**config.mk**
```make
export PLATFORM = sky130hd
export DESIGN_NAME = ast_core
export DESIGN_NICKNAME = d
export VERILOG_FILES = /design/src/rtl/dummy_none.v /design/src/rtl/ast_core.v
export VERILOG_INCLUDE_DIRS = /design/src /design/src/rtl
export SDC_FILE = /design/constraint.sdc
export NUM_CORES = 1
export LEC_CHECK = 0
export BUFFER_PORTS_ARGS = -buffer_cell sky130_fd_sc_hd__buf_2
export CORE_UTILIZATION = 45
export CTS_BUF_LIST = sky130_fd_sc_hd__clkbuf_8 sky130_fd_sc_hd__clkbuf_16
export DETAILED_ROUTE_END_ITERATION = 10
export PLACE_DENSITY = 0.69
export SLEW_MARGIN = 10
export SYNTH_ARGS = -nofsm -noshare
export SYNTH_HDL_FRONTEND = slang
export SYNTH_SLANG_ARGS = --single-unit
```
**constraint.sdc**
```tcl
create_clock -name MCLK_IN -period 3.9 [get_ports MCLK_IN]
set_input_delay 0.195 -clock MCLK_IN [delete_from_list [all_inputs] [get_ports MCLK_IN]]
set_output_delay 0.195 -clock MCLK_IN [all_outputs]
set_load 0.01 [all_outputs]
```
**src/rtl/ast_map.vh**
```
`ifndef AST_MAP_VH
`define AST_MAP_VH
// ----------------------------------------
// timing
// ----------------------------------------
`define AST_MCLK_HZ      40000000     // core clock rate
`define AST_REF_HZ       1000000      // reference input clock rate
`define AST_RX_HI_HZ     1000000      // rx sample clock, high speed
`define AST_RX_LO_HZ     125000       // rx sample clock, low speed
`define AST_DIV_HI       10           // bit rate divider, high speed
`define AST_DIV_LO       80           // bit rate divider, low speed
`define AST_RX_DIV_HI    9'h028       // core clocks per 1 MHz sample tick
`define AST_RX_DIV_LO    9'h140       // core clocks per 125 kHz sample tick
`define AST_TX_HALF_HI   11'h0C8      // core clocks per half bit, high rate
`define AST_TX_HALF_LO   11'h640      // core clocks per half bit, low rate
`define AST_CONFIRM      2'h2         // ticks from detect to confirm
`define AST_BREAK_TICKS  5'h09        // idle ticks that break a word
`define AST_NULL_TICKS   5'h0D        // idle ticks that frame a word
`define AST_IDLE_MAX     5'h1F        // idle counter saturation
`define AST_GAP_BITS     3'h4         // null bits between tx words
// ----------------------------------------
// word format
// ----------------------------------------
`define AST_LEN_LONG     6'h20        // 32 bit word
`define AST_LEN_SHORT    6'h19        // 25 bit word
`define AST_FIFO_FULL    4'h8         // fifo depth in words
`define AST_SD_X         8            // serial bit 9
`define AST_SD_Y         9            // serial bit 10
`define AST_PBIT_LONG    31           // parity slot, long word
`define AST_PBIT_SHORT   24           // parity slot, short word
`define AST_DATA_LONG    32'h7FFFFFFF // data bits under parity, long
`define AST_DATA_SHORT   32'h00FFFFFF // data bits under parity, short
`define AST_WORD_SHORT   32'h01FFFFFF // all bits of a short word
// ----------------------------------------
// register port
// ----------------------------------------
`define AST_ADR_CTRL     4'h0         // control word, read/write
`define AST_ADR_STAT     4'h1         // status, read only
`define AST_CTRL_RST     16'h0020     // loopback off after reset
`define AST_B_PARINS     4
`define AST_B_LOOP_N     5
`define AST_B_SD1        6
`define AST_B_X1         7
`define AST_B_Y1         8
`define AST_B_SD2        9
`define AST_B_X2         10
`define AST_B_Y2         11
`define AST_B_PARPOL     12
`define AST_B_TXRATE     13
`define AST_B_RXRATE     14
`define AST_B_WLEN       15
// ----------------------------------------
// pin synchroniser vector
// ----------------------------------------
`define AST_P_RX1A       0
`define AST_P_RX1B       1
`define AST_P_RX2A       2
`define AST_P_RX2B       3
`define AST_P_OE1        4
`define AST_P_OE2        5
`define AST_P_SEL        6
`define AST_P_LD1        7
`define AST_P_LD2        8
`define AST_P_GO         9
`define AST_P_B32        10
`define AST_PIN_IDLE     11'h5B0      // strobes and bit32 pin idle high
`endif

```
**src/rtl/dummy_none.v**
```verilog
// ----------------------------------------
// intentionally empty
// ----------------------------------------

```
**src/rtl/ast_core.v**
```verilog
`include "ast_map.vh"

// Functional notes
// - triple sample, detect, confirm two ticks later
// - sample clock 1MHz high, 125kHz low
// - read reports parity error on even ones
// - code check bits 9,10 gate latching
// - latched word asserts word ready low
// - 32 bit shift, 25/32 length, then buffer
// - host reads low and high half, either order
// - ready clears on leading edge, last read
// - full buffer holds; new word waits, may overwrite
// - broken word string discards partial word
// - unframed word discarded, receiver resets
// - fifo writes ignored while transmit go high
// - ninth word overwrites last fifo entry
// - go shifts fifo out, then empty flag
// - high half load clears empty flag
// - odd/even parity replaces last bit optionally
// - two rail return to zero, never both
// - free running bit clock, high first half
// - four null bits between every word
// - short word keeps label, data, code bits
// - self test feeds tx, inverted into rx2
// - bit rate clock over 10 or 80
// - bit32 pin high forces parity insertion
// - loopback keeps line output active
// - length setting zero 32, one 25
module ast_core (
  input  wire        MCLK_IN,                  // core clock, 40 MHz
  input  wire        SRST_IN,                  // master reset, active high
  input  wire [3:0]  REG_ADDR_IN,              // register address
  input  wire [15:0] REG_WDATA_IN,             // register write data
  input  wire        REG_WR_IN,                // register write strobe
  input  wire        REG_RD_IN,                // register read strobe
  output wire [15:0] REG_RDATA_OUT,            // register read data
  input  wire        RX1_A_IN,                 // receiver 1 one rail
  input  wire        RX1_B_IN,                 // receiver 1 zero rail
  input  wire        RX2_A_IN,                 // receiver 2 one rail
  input  wire        RX2_B_IN,                 // receiver 2 zero rail
  input  wire        READ_STROBE1_N_IN,        // receiver 1 read strobe
  input  wire        READ_STROBE2_N_IN,        // receiver 2 read strobe
  input  wire        HALF_SEL_IN,              // 0 low half, 1 high half
  output wire [15:0] RX_DATA_OUT,              // half word read out
  output wire        RX_PARITY_ERR_OUT,        // parity status of read
  output wire [1:0]  WORD_READY_N_OUT,         // word ready per receiver
  input  wire [15:0] TX_DATA_IN,               // transmit load data
  input  wire        LOAD_LOW_HALF_N_IN,       // load low half strobe
  input  wire        LOAD_HIGH_HALF_N_IN,      // load high half strobe
  input  wire        TRANSMIT_GO_IN,           // transmit enable
  input  wire        BIT32_CONTROL_PIN_N_IN,   // parity slot control pin
  output wire        TRANSMIT_FIFO_EMPTY_OUT,  // fifo empty flag
  output wire        TX_RAIL_A_OUT,            // one rail out
  output wire        TX_RAIL_B_OUT,            // zero rail out
  output wire        SERIAL_BIT_CLOCK_OUT      // transmit bit clock
);

  // ----------------------------------------
  // constants and functions
  // ----------------------------------------
  localparam [8:0]  RX_DIV_HI  = `AST_RX_DIV_HI;
  localparam [8:0]  RX_DIV_LO  = `AST_RX_DIV_LO;
  localparam [10:0] TX_HALF_HI = `AST_TX_HALF_HI;
  localparam [10:0] TX_HALF_LO = `AST_TX_HALF_LO;

  // word length from the length setting
  function [5:0] ast_len;
    input sh;
    begin
      ast_len = sh ? `AST_LEN_SHORT : `AST_LEN_LONG;
    end
  endfunction

  // build the serial word with optional parity slot
  function [31:0] ast_txword;
    input [31:0] w;
    input        sh;
    input        ins;
    input        pol;
    reg   [31:0] m;
    begin
      m = w & (sh ? `AST_DATA_SHORT : `AST_DATA_LONG);
      if (!ins) begin
        ast_txword = sh ? (w & `AST_WORD_SHORT) : w;
      end else if (sh) begin
        ast_txword = m;
        ast_txword[`AST_PBIT_SHORT] = (~^m) ^ pol;
      end else begin
        ast_txword = m;
        ast_txword[`AST_PBIT_LONG] = (~^m) ^ pol;
      end
    end
  endfunction

  integer i;                                   // channel loop index

  // ----------------------------------------
  // pin synchronisers
  // ----------------------------------------
  wire [10:0] pin_raw = {BIT32_CONTROL_PIN_N_IN, TRANSMIT_GO_IN, LOAD_HIGH_HALF_N_IN,
                         LOAD_LOW_HALF_N_IN, HALF_SEL_IN, READ_STROBE2_N_IN,
                         READ_STROBE1_N_IN, RX2_B_IN, RX2_A_IN, RX1_B_IN, RX1_A_IN};
  reg  [10:0] s1_q;                            // first stage
  reg  [10:0] s2_q;                            // second stage
  reg  [10:0] s3_q;                            // third stage
  reg  [10:0] pin_q;                           // agreed pin level
  reg  [10:0] pin_old_q;                       // level one cycle back
  wire [10:0] agree = ~(s2_q ^ s3_q);          // stages two and three agree

  // three stages, change taken once two and three agree
  always @(posedge MCLK_IN) begin
    if (SRST_IN) begin
      s1_q      <= `AST_PIN_IDLE;
      s2_q      <= `AST_PIN_IDLE;
      s3_q      <= `AST_PIN_IDLE;
      pin_q     <= `AST_PIN_IDLE;
      pin_old_q <= `AST_PIN_IDLE;
    end else begin
      s1_q      <= pin_raw;
      s2_q      <= s1_q;
      s3_q      <= s2_q;
      pin_q     <= (s2_q & agree) | (pin_q & ~agree);
      pin_old_q <= pin_q;
    end
  end

  // leading edges of the active low strobes
  wire [1:0] oe_fall = pin_old_q[`AST_P_OE2:`AST_P_OE1] & ~pin_q[`AST_P_OE2:`AST_P_OE1];
  wire       ld1_fall = pin_old_q[`AST_P_LD1] & ~pin_q[`AST_P_LD1];
  wire       ld2_fall = pin_old_q[`AST_P_LD2] & ~pin_q[`AST_P_LD2];
  wire       go = pin_q[`AST_P_GO];
  wire [1:0] sel_mask = pin_q[`AST_P_SEL] ? 2'h2 : 2'h1;

  // ----------------------------------------
  // control register and register port
  // ----------------------------------------
  reg  [15:0] ctrl_q;                          // control word
  reg  [15:0] rdata_q;                         // read data
  reg  [1:0]  rdy_n_q;                         // word ready, active low
  reg         empty_q;                         // fifo empty flag
  reg  [3:0]  cnt_q;                           // words in fifo
  wire        wlen = ctrl_q[`AST_B_WLEN];
  wire        loop_n = ctrl_q[`AST_B_LOOP_N];
  wire [5:0]  len = ast_len(wlen);
  wire [1:0]  sd_on = {ctrl_q[`AST_B_SD2], ctrl_q[`AST_B_SD1]};
  wire [1:0]  sd_x = {ctrl_q[`AST_B_X2], ctrl_q[`AST_B_X1]};
  wire [1:0]  sd_y = {ctrl_q[`AST_B_Y2], ctrl_q[`AST_B_Y1]};

  // write control, answer reads one cycle later
  always @(posedge MCLK_IN) begin
    if (SRST_IN) begin
      ctrl_q  <= `AST_CTRL_RST;
      rdata_q <= 16'h0000;
    end else begin
      if (REG_WR_IN && REG_ADDR_IN == `AST_ADR_CTRL) begin
        ctrl_q <= REG_WDATA_IN;
      end
      if (REG_RD_IN) begin
        case (REG_ADDR_IN)
          `AST_ADR_CTRL: rdata_q <= ctrl_q;
          `AST_ADR_STAT: rdata_q <= {9'h000, rdy_n_q, empty_q, cnt_q};
          default:       rdata_q <= 16'h0000;  // unmapped reads zero
        endcase
      end else begin
        rdata_q <= 16'h0000;
      end
    end
  end

  // ----------------------------------------
  // receive sample clock
  // ----------------------------------------
  reg  [8:0] rc_q;                             // sample divider
  wire [8:0] rx_div = ctrl_q[`AST_B_RXRATE] ? RX_DIV_LO : RX_DIV_HI;
  wire       rx_tick = (rc_q == rx_div - 9'h001);

  // one tick every sample period
  always @(posedge MCLK_IN) begin
    if (SRST_IN || rx_tick) begin
      rc_q <= 9'h000;
    end else begin
      rc_q <= rc_q + 9'h001;
    end
  end

  // ----------------------------------------
  // receivers
  // ----------------------------------------
  reg        tx_a_q;                           // tx one rail
  reg        tx_b_q;                           // tx zero rail
  // self test: tx into rx1, complement (rails swapped) into rx2
  wire [1:0] ra = loop_n ? {pin_q[`AST_P_RX2A], pin_q[`AST_P_RX1A]} : {tx_b_q, tx_a_q};
  wire [1:0] rb = loop_n ? {pin_q[`AST_P_RX2B], pin_q[`AST_P_RX1B]} : {tx_a_q, tx_b_q};
  reg [1:0]  run_q   [0:1];                    // consecutive active samples
  reg [4:0]  idle_q  [0:1];                    // idle samples
  reg        pre_q   [0:1];                    // null seen before bit
  reg        act_q   [0:1];                    // word in progress
  reg [5:0]  bcnt_q  [0:1];                    // bits received
  reg [31:0] sr_q    [0:1];                    // shift register
  reg [31:0] buf_q   [0:1];                    // receive buffer
  reg        pend_q  [0:1];                    // word waits in shift register
  reg [1:0]  got_q   [0:1];                    // halves read
  reg [15:0] rx_data_q;                        // read data out
  reg        par_err_q;                        // parity status out

  // host reads, word assembly, framing and latching
  always @(posedge MCLK_IN) begin
    if (SRST_IN) begin
      for (i = 0; i < 2; i = i + 1) begin
        run_q[i]  <= 2'h0;
        idle_q[i] <= `AST_IDLE_MAX;
        pre_q[i]  <= 1'b0;
        act_q[i]  <= 1'b0;
        bcnt_q[i] <= 6'h00;
        sr_q[i]   <= 32'h00000000;
        buf_q[i]  <= 32'h00000000;
        pend_q[i] <= 1'b0;
        got_q[i]  <= 2'h0;
        rdy_n_q[i] <= 1'b1;
      end
      rx_data_q <= 16'h0000;
      par_err_q <= 1'b0;
    end else begin
      for (i = 0; i < 2; i = i + 1) begin
        // read one half on the strobe's leading edge
        if (oe_fall[i]) begin
          rx_data_q <= pin_q[`AST_P_SEL] ? buf_q[i][31:16] : buf_q[i][15:0];
          par_err_q <= ~^buf_q[i];
          if ((got_q[i] | sel_mask) == 2'h3) begin
            got_q[i]   <= 2'h0;
            rdy_n_q[i] <= 1'b1;
          end else begin
            got_q[i] <= got_q[i] | sel_mask;
          end
        end else if (pend_q[i] && rdy_n_q[i]) begin
          // buffer freed, move the waiting word in
          buf_q[i]   <= sr_q[i];
          rdy_n_q[i] <= 1'b0;
          pend_q[i]  <= 1'b0;
          got_q[i]   <= 2'h0;
        end
        if (rx_tick) begin
          if (ra[i] | rb[i]) begin
            // rail active: detect, then confirm
            idle_q[i] <= 5'h00;
            if (run_q[i] != 2'h3) begin
              run_q[i] <= run_q[i] + 2'h1;
            end
            if (run_q[i] == 2'h0) begin
              pre_q[i] <= (idle_q[i] >= `AST_NULL_TICKS);
            end
            if (run_q[i] == `AST_CONFIRM) begin
              if (act_q[i]) begin
                if (bcnt_q[i] == len) begin
                  act_q[i] <= 1'b0;
                end else begin
                  sr_q[i][bcnt_q[i][4:0]] <= ra[i];
                  bcnt_q[i] <= bcnt_q[i] + 6'h01;
                end
              end else if (pre_q[i]) begin
                // first bit of a new word
                act_q[i]  <= 1'b1;
                bcnt_q[i] <= 6'h01;
                sr_q[i]   <= {31'h00000000, ra[i]};
                pend_q[i] <= 1'b0;
              end
            end
          end else begin
            // rail idle: count null time
            run_q[i] <= 2'h0;
            if (idle_q[i] != `AST_IDLE_MAX) begin
              idle_q[i] <= idle_q[i] + 5'h01;
            end
            if (act_q[i] && idle_q[i] == `AST_BREAK_TICKS && bcnt_q[i] != len) begin
              act_q[i] <= 1'b0;
            end
            if (act_q[i] && idle_q[i] == `AST_NULL_TICKS && bcnt_q[i] == len) begin
              act_q[i] <= 1'b0;
              // code check, bits 9 and 10
              if (!sd_on[i] || (sr_q[i][`AST_SD_X] == sd_x[i] &&
                                sr_q[i][`AST_SD_Y] == sd_y[i])) begin
                if (!rdy_n_q[i]) begin
                  pend_q[i] <= 1'b1;
                end else begin
                  buf_q[i]   <= sr_q[i];
                  rdy_n_q[i] <= 1'b0;
                  got_q[i]   <= 2'h0;
                end
              end
            end
          end
        end
      end
    end
  end

  // ----------------------------------------
  // transmit fifo
  // ----------------------------------------
  reg [31:0] mem [0:7];                        // 8 x 32 word store
  reg [2:0]  wr_q;                             // write pointer
  reg [2:0]  rd_q;                             // read pointer
  reg [15:0] lo_q;                             // low half hold
  reg [10:0] hc_q;                             // half bit timer
  reg        bclk_q;                           // bit clock
  reg [31:0] tsr_q;                            // transmit shift register
  reg [5:0]  tbits_q;                          // bits left in word
  reg [2:0]  gap_q;                            // null bits left
  wire [10:0] half = ctrl_q[`AST_B_TXRATE] ? TX_HALF_LO : TX_HALF_HI;
  wire        half_end = (hc_q == half - 11'h001);
  wire        ins = pin_q[`AST_P_B32] | ctrl_q[`AST_B_PARINS];
  wire [31:0] nxt = ast_txword(mem[rd_q], wlen, ins, ctrl_q[`AST_B_PARPOL]);

  // fifo loading, bit timing and serial output
  always @(posedge MCLK_IN) begin
    if (SRST_IN) begin
      wr_q    <= 3'h0;
      rd_q    <= 3'h0;
      cnt_q   <= 4'h0;
      lo_q    <= 16'h0000;
      empty_q <= 1'b1;
      hc_q    <= 11'h000;
      bclk_q  <= 1'b0;
      tsr_q   <= 32'h00000000;
      tbits_q <= 6'h00;
      gap_q   <= 3'h0;
      tx_a_q  <= 1'b0;
      tx_b_q  <= 1'b0;
    end else begin
      // loads accepted only while go is low
      if (ld1_fall && !go) begin
        lo_q <= TX_DATA_IN;
      end
      if (ld2_fall && !go) begin
        empty_q <= 1'b0;
        if (cnt_q == `AST_FIFO_FULL) begin
          mem[wr_q - 3'h1] <= {TX_DATA_IN, lo_q};
        end else begin
          mem[wr_q] <= {TX_DATA_IN, lo_q};
          wr_q  <= wr_q + 3'h1;
          cnt_q <= cnt_q + 4'h1;
        end
      end
      // free running half bit timer
      hc_q <= half_end ? 11'h000 : hc_q + 11'h001;
      if (half_end) begin
        if (bclk_q) begin
          // second half: return to zero
          bclk_q <= 1'b0;
          tx_a_q <= 1'b0;
          tx_b_q <= 1'b0;
        end else begin
          bclk_q <= 1'b1;
          if (tbits_q != 6'h00) begin
            // next bit of current word
            tx_a_q  <= tsr_q[0];
            tx_b_q  <= ~tsr_q[0];
            tsr_q   <= tsr_q >> 1;
            tbits_q <= tbits_q - 6'h01;
            if (tbits_q == 6'h01) begin
              gap_q <= `AST_GAP_BITS;
            end
          end else if (gap_q != 3'h0) begin
            // null bit of the word gap
            tx_a_q <= 1'b0;
            tx_b_q <= 1'b0;
            gap_q  <= gap_q - 3'h1;
            if (gap_q == `AST_GAP_BITS && cnt_q == 4'h0) begin
              empty_q <= 1'b1;
            end
          end else if (go && cnt_q != 4'h0) begin
            // start next word, first bit now
            tx_a_q  <= nxt[0];
            tx_b_q  <= ~nxt[0];
            tsr_q   <= nxt >> 1;
            tbits_q <= len - 6'h01;
            rd_q    <= rd_q + 3'h1;
            cnt_q   <= cnt_q - 4'h1;
          end else begin
            tx_a_q <= 1'b0;
            tx_b_q <= 1'b0;
          end
        end
      end
    end
  end

  // ----------------------------------------
  // outputs
  // ----------------------------------------
  assign REG_RDATA_OUT           = rdata_q;
  assign RX_DATA_OUT             = rx_data_q;
  assign RX_PARITY_ERR_OUT       = par_err_q;
  assign WORD_READY_N_OUT        = rdy_n_q;
  assign TRANSMIT_FIFO_EMPTY_OUT = empty_q;
  assign TX_RAIL_A_OUT           = tx_a_q;
  assign TX_RAIL_B_OUT           = tx_b_q;
  assign SERIAL_BIT_CLOCK_OUT    = bclk_q;

endmodule // ast_core

```
==> results of run 1 <==
[through the flow]
stage	hold slack [ns]	cell area, um^2	power (uW)	setup WS (ns)	util, %
5_1_grt	0.06568	29750	14190	0.3822	52.76
3_5_place_dp	0.3890	27060	7626	0.5944	48.00
6_report	0.03584	29750	13730	0.6057	52.76
3_3_place_gp	0.3840	27060	7608	0.6440	47.99
2_1_floorplan	0.2939	25670	7460	0.1806	-
4_1_cts	0.004201	29740	13890	0.5845	52.74
[placed cells by master (no fill, tap or decap), drive strengths merged, types with 59 or more instances in the layout]
cell type,n
nand2,192
clkbuf,77
a21oi,105
o21ai,79
nor2,150
mux4,64
buf,132
dfxtp,231
xnor2,107
edfxtp,381
nor2b,59
mux2i,70
[per-layer routing]
metal	wire [um]	vias to the layer above	global-route usage, %	share of wire (%)
met5	13	-	0	0.023
met3	2439	110	3.591	4.4
met1	23950	7898	24.66	43
met4	1798	2	7.633	3.2
li1	-	7690	-	-
met2	27670	380	33.11	50
[cell type report]
cell class              instances  area (um^2)
inverters                      36        135.1
well taps                     756        945.9
clock inverters                45        355.3
repair buffers                179         1308
flip-flops and latches        612        16080
fillers                      4688        26640
clock buffers                  77         1848
multi-input cells            1268         9080
[registers in the layout, indices dropped and copies added, names as in the netlist, 4 cells and up, named ones only]
name,cells
tsr_q,31
sr_q,64
mem,256
lo_q,16
cnt_q,4
idle_q,10
s2_q,11
buf_q,64
hc_q,11
got_q,4
run_q,4
ctrl_q,16
tbits_q,6
s3_q,11
s1_q,11
bcnt_q,12
RX_DATA_OUT,16
rc_q,9
REG_RDATA_OUT,16
pin_old_q,4
[tightest hold or removal path, cell delays in order]
cell and delay (ns):
buf_2 0.10, nor4b_2 0.08, a22oi_1 0.16, nor2_1 0.05
[power groups by stage]
stage | clock network, uW | logic (uW) | registers (uW)
5_1_grt | 6610 | 576 | 7000
3_3_place_gp | 0 | 485 | 7120
6_report | 6210 | 528 | 6990
2_1_floorplan | 0 | 351 | 7110
3_5_place_dp | 0 | 497 | 7130
4_1_cts | 6360 | 535 | 6990
[cells by family (layout without fill, tap and decap cells)]
| family | Yosys count | count (layout) |
|---|---|---|
| muxes | 136 | 136 |
| xor gates and xnor gates | 138 | 138 |
| DFF | 612 | 612 |
| adders and majority gates | 31 | 31 |
| buffers and inverters | 156 | 337 |
| and+or+nand+nor | 599 | 599 |
| AOI/OAI and AO/OA | 364 | 364 |
[worst paths after layout]
path | start | endpoint | slack [ns] | cells after the start
worst max-delay path | rc_q[3] | bcnt_q[1][4] | 0.61 | 8
worst min-delay path | REG_ADDR_IN[2] | REG_RDATA_OUT[5] | 0.04 | 4
worst max register to register | rc_q[3] | bcnt_q[1][4] | 0.61 | 8
worst min register to register | s1_q[5] | s2_q[5] | 0.42 | 1
==> impl_results.md, run 1 <==
* Status: completed
* Inserted Diodes at 0
* Worst Path Buf+Inv at 1
* Slew Limit Fails at 0
* Slowest stage cell, crit path: a2111oi_4
* Most frequent cells after synthesis: 381 x edfxtp_1, 231 x dfxtp_1, 192 x nand2_1, 149 x nor2_1, 107 x xnor2_1
* Post-CTS Setup Bufs at 0
* Crit path DAT at 3.82 ns
* Nature of the critical path startpoint: register
* Die X-Extent at 240.8 um
* Switching Fraction at 21.01%
* Top_reg_cell synth: edfxtp_1
* Final setup violation count at 0
* Seq pwr share at 50.9%
* Slew @ Worst Pin at 0.9542 ns
* Crit-path cells: or4_4, a2111oi_4, nand2b_1, nor3b_2, buf_4, nand2_1, or3_1, a21oi_1
* Max-Cap Viols at 0
* Multiplexer area fraction after synthesis at 8.434%
* Post-synth EDFFs at 381
* Starting density of the core at 45.52%
* H-tree Lvls at 3
* Fraction of layout cells with a size suffix above 1 at 15.92%
* Number of top-level pins at 90
* Synth top area share at 44.58%
* Sw Pwr at 2885 uW
* Syn avg cell area at 12.61 um^2
* CTS hold repair buffers at 47
* Crit-path max FO at 19
* Clk Latency, worst-skew pair at 0.61 ns
* Synthesized flop and latch total at 612
* RePlAce Congestion at 0.8609
* Post-Synth XOR/XNOR Area at 4.763%
* CP Class: reg -> reg
* Slew headroom at 35.86%
* Final hold vios at 0
* TNS Setup at 0 ns
* Die area at 57990 um^2
* DRT iter0 DRCs at 1053
* Post-Synthesis Cell Area at 25670 um^2
* Synth Area in Compound Gates at 9.053%
* Power Internal at 10850 uW
* Ys Warns at 0
* Via count at 16080
* DRC Markers at 0
* First-pass GRT wire length at 87150 um
* Final period util at 84.47%
* Clock sinks at 612
* Clock edge transition at the registers on the reported setup and hold paths at 0.06 ns
* Post-Layout Cell Count at 2973
* Nets at 2245
* Pin count of the biggest net entering global routing at 73
* Fin crit period at 3.294 ns
* Wire length per cell at 18.79 um
* Syn_nets at 2118
* Yosys cell types at 65
* Seq/Total Area, Yosys at 62.59%
* Fmax at 303.6 MHz
* CTS-repair resized insts at 0
* First drt pass iteration count at 6
* CP Capture Type: register
* Gate power share at 3.8%
* Number of routed nets with antenna violations at 0
* Largest family of logic cells by synthesized area: simple AND/OR/NAND/NOR gates
* Final WL at 55870 um
* Placed Cells at 2804
* CP peak stage delay at 0.56 ns
* Top delay family on crit path: simple AND/OR/NAND/NOR gates
* Core footprint at 56390 um^2
* IO Port Bufs at 89
* Num rows at 87
* Vias per inst at 5.409
* CTS buffer count at 66
* Root buf cell: clkbuf_16
* Simple-Gate Fraction of Synth Area at 11.22%
* Dominant cells by area after synthesis: edfxtp_1 45%, dfxtp_1 18%, mux4_2 5.6%
* Post-Synthesis Cells at 2036
* Peak supply drop at 424.5 uV
* Post-Synth Adder-Cell Area at 1.511%
* Final HPWL DP at 35610 um
* Number of global-route vias before repair at 15810
* WP data required at 4.42 ns
* Chip height at 240.8 um
* Unrepaired setup endpoints after global routing: false
* Clock Skews at 0.02801 ns
* Pwr per Cell Area at 461.6 nW/um^2
* Area Overhead vs Synth at 15.90%
* Initial antenna violation count at 1
* Leakage power at 0.01005 uW
* Worst Hold Class: in -> reg
* GR Util All Layers at 19.49%
* Max clock buf depth at 3
* Yosys top cell by area: edfxtp_1
* CTS tree: yes
* Clock share of power at 45.3%
* Grt ovf at 0
* Synth async-reset ratio at 0%
* Top-count cell post-synth: edfxtp_1
(Power assumes the default switching activity.)
==> inputs of run 2 (changes only) <==
- PLACE_DENSITY: 0.69 -> 0.67
- clock period: 3.9 -> 3.3 ns (I/O delays scaled with it)
==> impl_results.md, run 2 (synthesis gave the netlist of run 1 again) <==
* Placed Cells at 2830 (+0.93%)
* TNS Setup at 0 ns (unchanged)
* Grt ovf at 0 (unchanged)
* Final hold vios at 0 (unchanged)
* Final WL at 55740 um (-0.23%)
* Number of global-route vias before repair at 15830 (+0.13%)
* First drt pass iteration count at 5 (-1)
* Max clock buf depth at 3 (unchanged)
* Largest Register: mem
* Slew Limit Fails at 0 (unchanged)
* Post-Layout Cell Count at 3005 (+1.1%)
* Final setup margin at 0.1843 ns (-0.4214 ns)
* Largest register FFs at 256 (unchanged)
* Biggest regs: mem x256, buf_q x64, sr_q x64
* Fraction of layout cells with a size suffix above 1 at 17.25% (+1.3 points)
* Clock edge transition at the registers on the reported setup and hold paths at 0.06 ns (about the same)
* Die area at 57990 um^2 (unchanged)
* Unrepaired setup endpoints after global routing: false
* Starting density of the core at 45.52% (unchanged)
* Initial antenna violation count at 1 (unchanged)
* Final period util at 94.41% (+9.9 points)
* Num rows at 87 (unchanged)
* Chip height at 240.8 um (unchanged)
* Leakage power at 0.01028 uW (+2.3%)
* Vias per inst at 5.388 (-0.38%)
* Clock share of power at 46.2% (+0.9 points)
* Seq pwr share at 50.0% (-0.9 points)
* PnR Total Power at 16510 uW (+20%)
* Die X-Extent at 240.8 um (unchanged)
* H-tree Lvls at 3 (unchanged)
* RePlAce Congestion at 0.8250 (-4.2%)
* First-pass GRT wire length at 86170 um (-1.1%)
* CP peak stage delay at 0.53 ns (-0.03 ns)
* Clock sinks at 612 (unchanged)
* Final setup violation count at 0 (unchanged)
* Status: completed
* Most frequent cells in the layout: 381 x edfxtp_1, 226 x dfxtp_1, 192 x nand2_1, 140 x nor2_1, 107 x xnor2_1
* Sw Pwr at 3409 uW (+18%)
* Clock Skews at 0.02334 ns (-0.004675 ns)
* Area Overhead vs Synth at 17.75%
* Crit path DAT at 3.57 ns (-0.25 ns)
* Slowest stage cell, crit path: mux4_2
* CP Class: reg -> reg
* Gate power share at 3.8% (about the same)
* Fillers at 4679 (-0.19%)
* Fmax at 321.0 MHz (+5.7%)
* CTS buffer count at 66 (unchanged)
* Nets at 2277 (+1.4%)
* DRC Markers at 0 (unchanged)
* Most common cell after layout, fill and taps aside: edfxtp_1
* Number of top-level pins at 90 (unchanged)
* Core footprint at 56390 um^2 (unchanged)
* Final HPWL DP at 35550 um (-0.17%)
* CTS tree: yes
* Fin crit period at 3.116 ns (-0.1786 ns)
* GR Util All Layers at 19.32% (-0.17 points)
* R2R cell count at 10 (+2)
* Number of routed nets with antenna violations at 0 (unchanged)
* Crit-path cells: buf_12, mux4_2, mux2i_1, xor2_1, xnor2_1, xnor2_1, xnor2_1, xnor3_1, o21ai_0, a311oi_1
* Slew @ Worst Pin at 0.9561 ns (+0.001929 ns)
* Worst Hold Class: in -> reg
* Via count at 16190 (+0.69%)
* Switching Fraction at 20.65% (-0.36 points)
* IO Port Bufs at 89 (unchanged)
* Peak supply drop at 561.1 uV (+32%)
* Slew headroom at 36.10% (+0.25 points)
* Inserted Diodes at 0 (unchanged)
* Place WS at 0.1433 ns (-0.4511 ns)
* CP dominant cell by count: xnor2_1
* CP Capture Type: register
* Max-Cap Viols at 0 (unchanged)
* Power Internal at 13100 uW (+21%)
* Internal reg-to-reg setup slack at 0.18 ns (-0.42 ns)
* Nature of the critical path startpoint: register
* Root buf cell: clkbuf_16
* WP data required at 3.76 ns (-0.66 ns)
* Crit-path max FO at 20 (+1)
* Clk Latency, worst-skew pair at 0.60 ns (about the same)
* Pin count of the biggest net entering global routing at 58 (-21%)
* Wire length per cell at 18.55 um (-1.3%)
* DRT iter0 DRCs at 1110 (+5.4%)
* Hold depth at 4 (unchanged)
* Pwr per Cell Area at 546.3 nW/um^2 (+18%)
-- run 2: metal layers --
| metal | part of all wire (%) | track usage [%] | routed length [um] |
|---|---|---|---|
| met1 | 42 | 23.91 | 23640 |
| met2 | 50 | 33.73 | 28010 |
| met3 | 4.4 | 3.351 | 2453 |
| met4 | 2.9 | 7.288 | 1642 |
| met5 | 0 | 0 | 0 |
-- run 2: area by class of cell --
class | instances | area, um^2 | area share (%)
Timing Repair Buffer | 211 | 1693 | 5.602
Multi-Input combinational cell | 1268 | 9071 | 30.02
Clock buffer | 81 | 1881 | 6.223
Clock inverter | 41 | 419.2 | 1.387
Tap cell | 756 | 945.9 | 3.130
Inverter | 36 | 135.1 | 0.4471
Sequential cell | 612 | 16080 | 53.20
-- run 2: per-stage QoR --
stage | util (%) | area (um^2) | hold slack, ns
2_1_floorplan | - | 25670 | 0.2639
3_3_place_gp | 48.56 | 27380 | 0.3515
3_5_place_dp | 48.56 | 27380 | 0.3531
4_1_cts | 53.52 | 30180 | 0.003249
5_1_grt | 53.60 | 30220 | 0.06136
6_report | 53.60 | 30220 | 0.04610
-- run 2: power groups by stage --
stage,registers [uW],logic [uW],clock network [uW]
2_1_floorplan,8400,415,0
3_5_place_dp,8420,583,0
4_1_cts,8260,631,7760
5_1_grt,8260,677,8060
6_report,8260,624,7630
3_3_place_gp,8420,570,0
-- run 2: critical path: cells and delay by family, from the launching register on --
kind | cells | cell delay (ns)
xor gates and xnor gates | 5 | 1.13
muxes | 2 | 0.91
DFF | 1 | 0.41
AOI/OAI and AO/OA | 2 | 0.30
buffers and inverters | 1 | 0.20
-- run 2: final timing paths --
check | from | end
max | register | tsr_q[23]
max reg2reg | register | tsr_q[23]
min | REG_ADDR_IN[2] | REG_RDATA_OUT[3]
min reg2reg | s1_q[4] | s2_q[4]
-- run 2: timing repair --
item / in CTS / in global routing
resized for setup: 0 / 2
hold endpoints to repair: 198 / 0
endpoints found under the setup margin: 0 / 34
buffers inserted: 0 / 3
hold buffers: 50 / 0
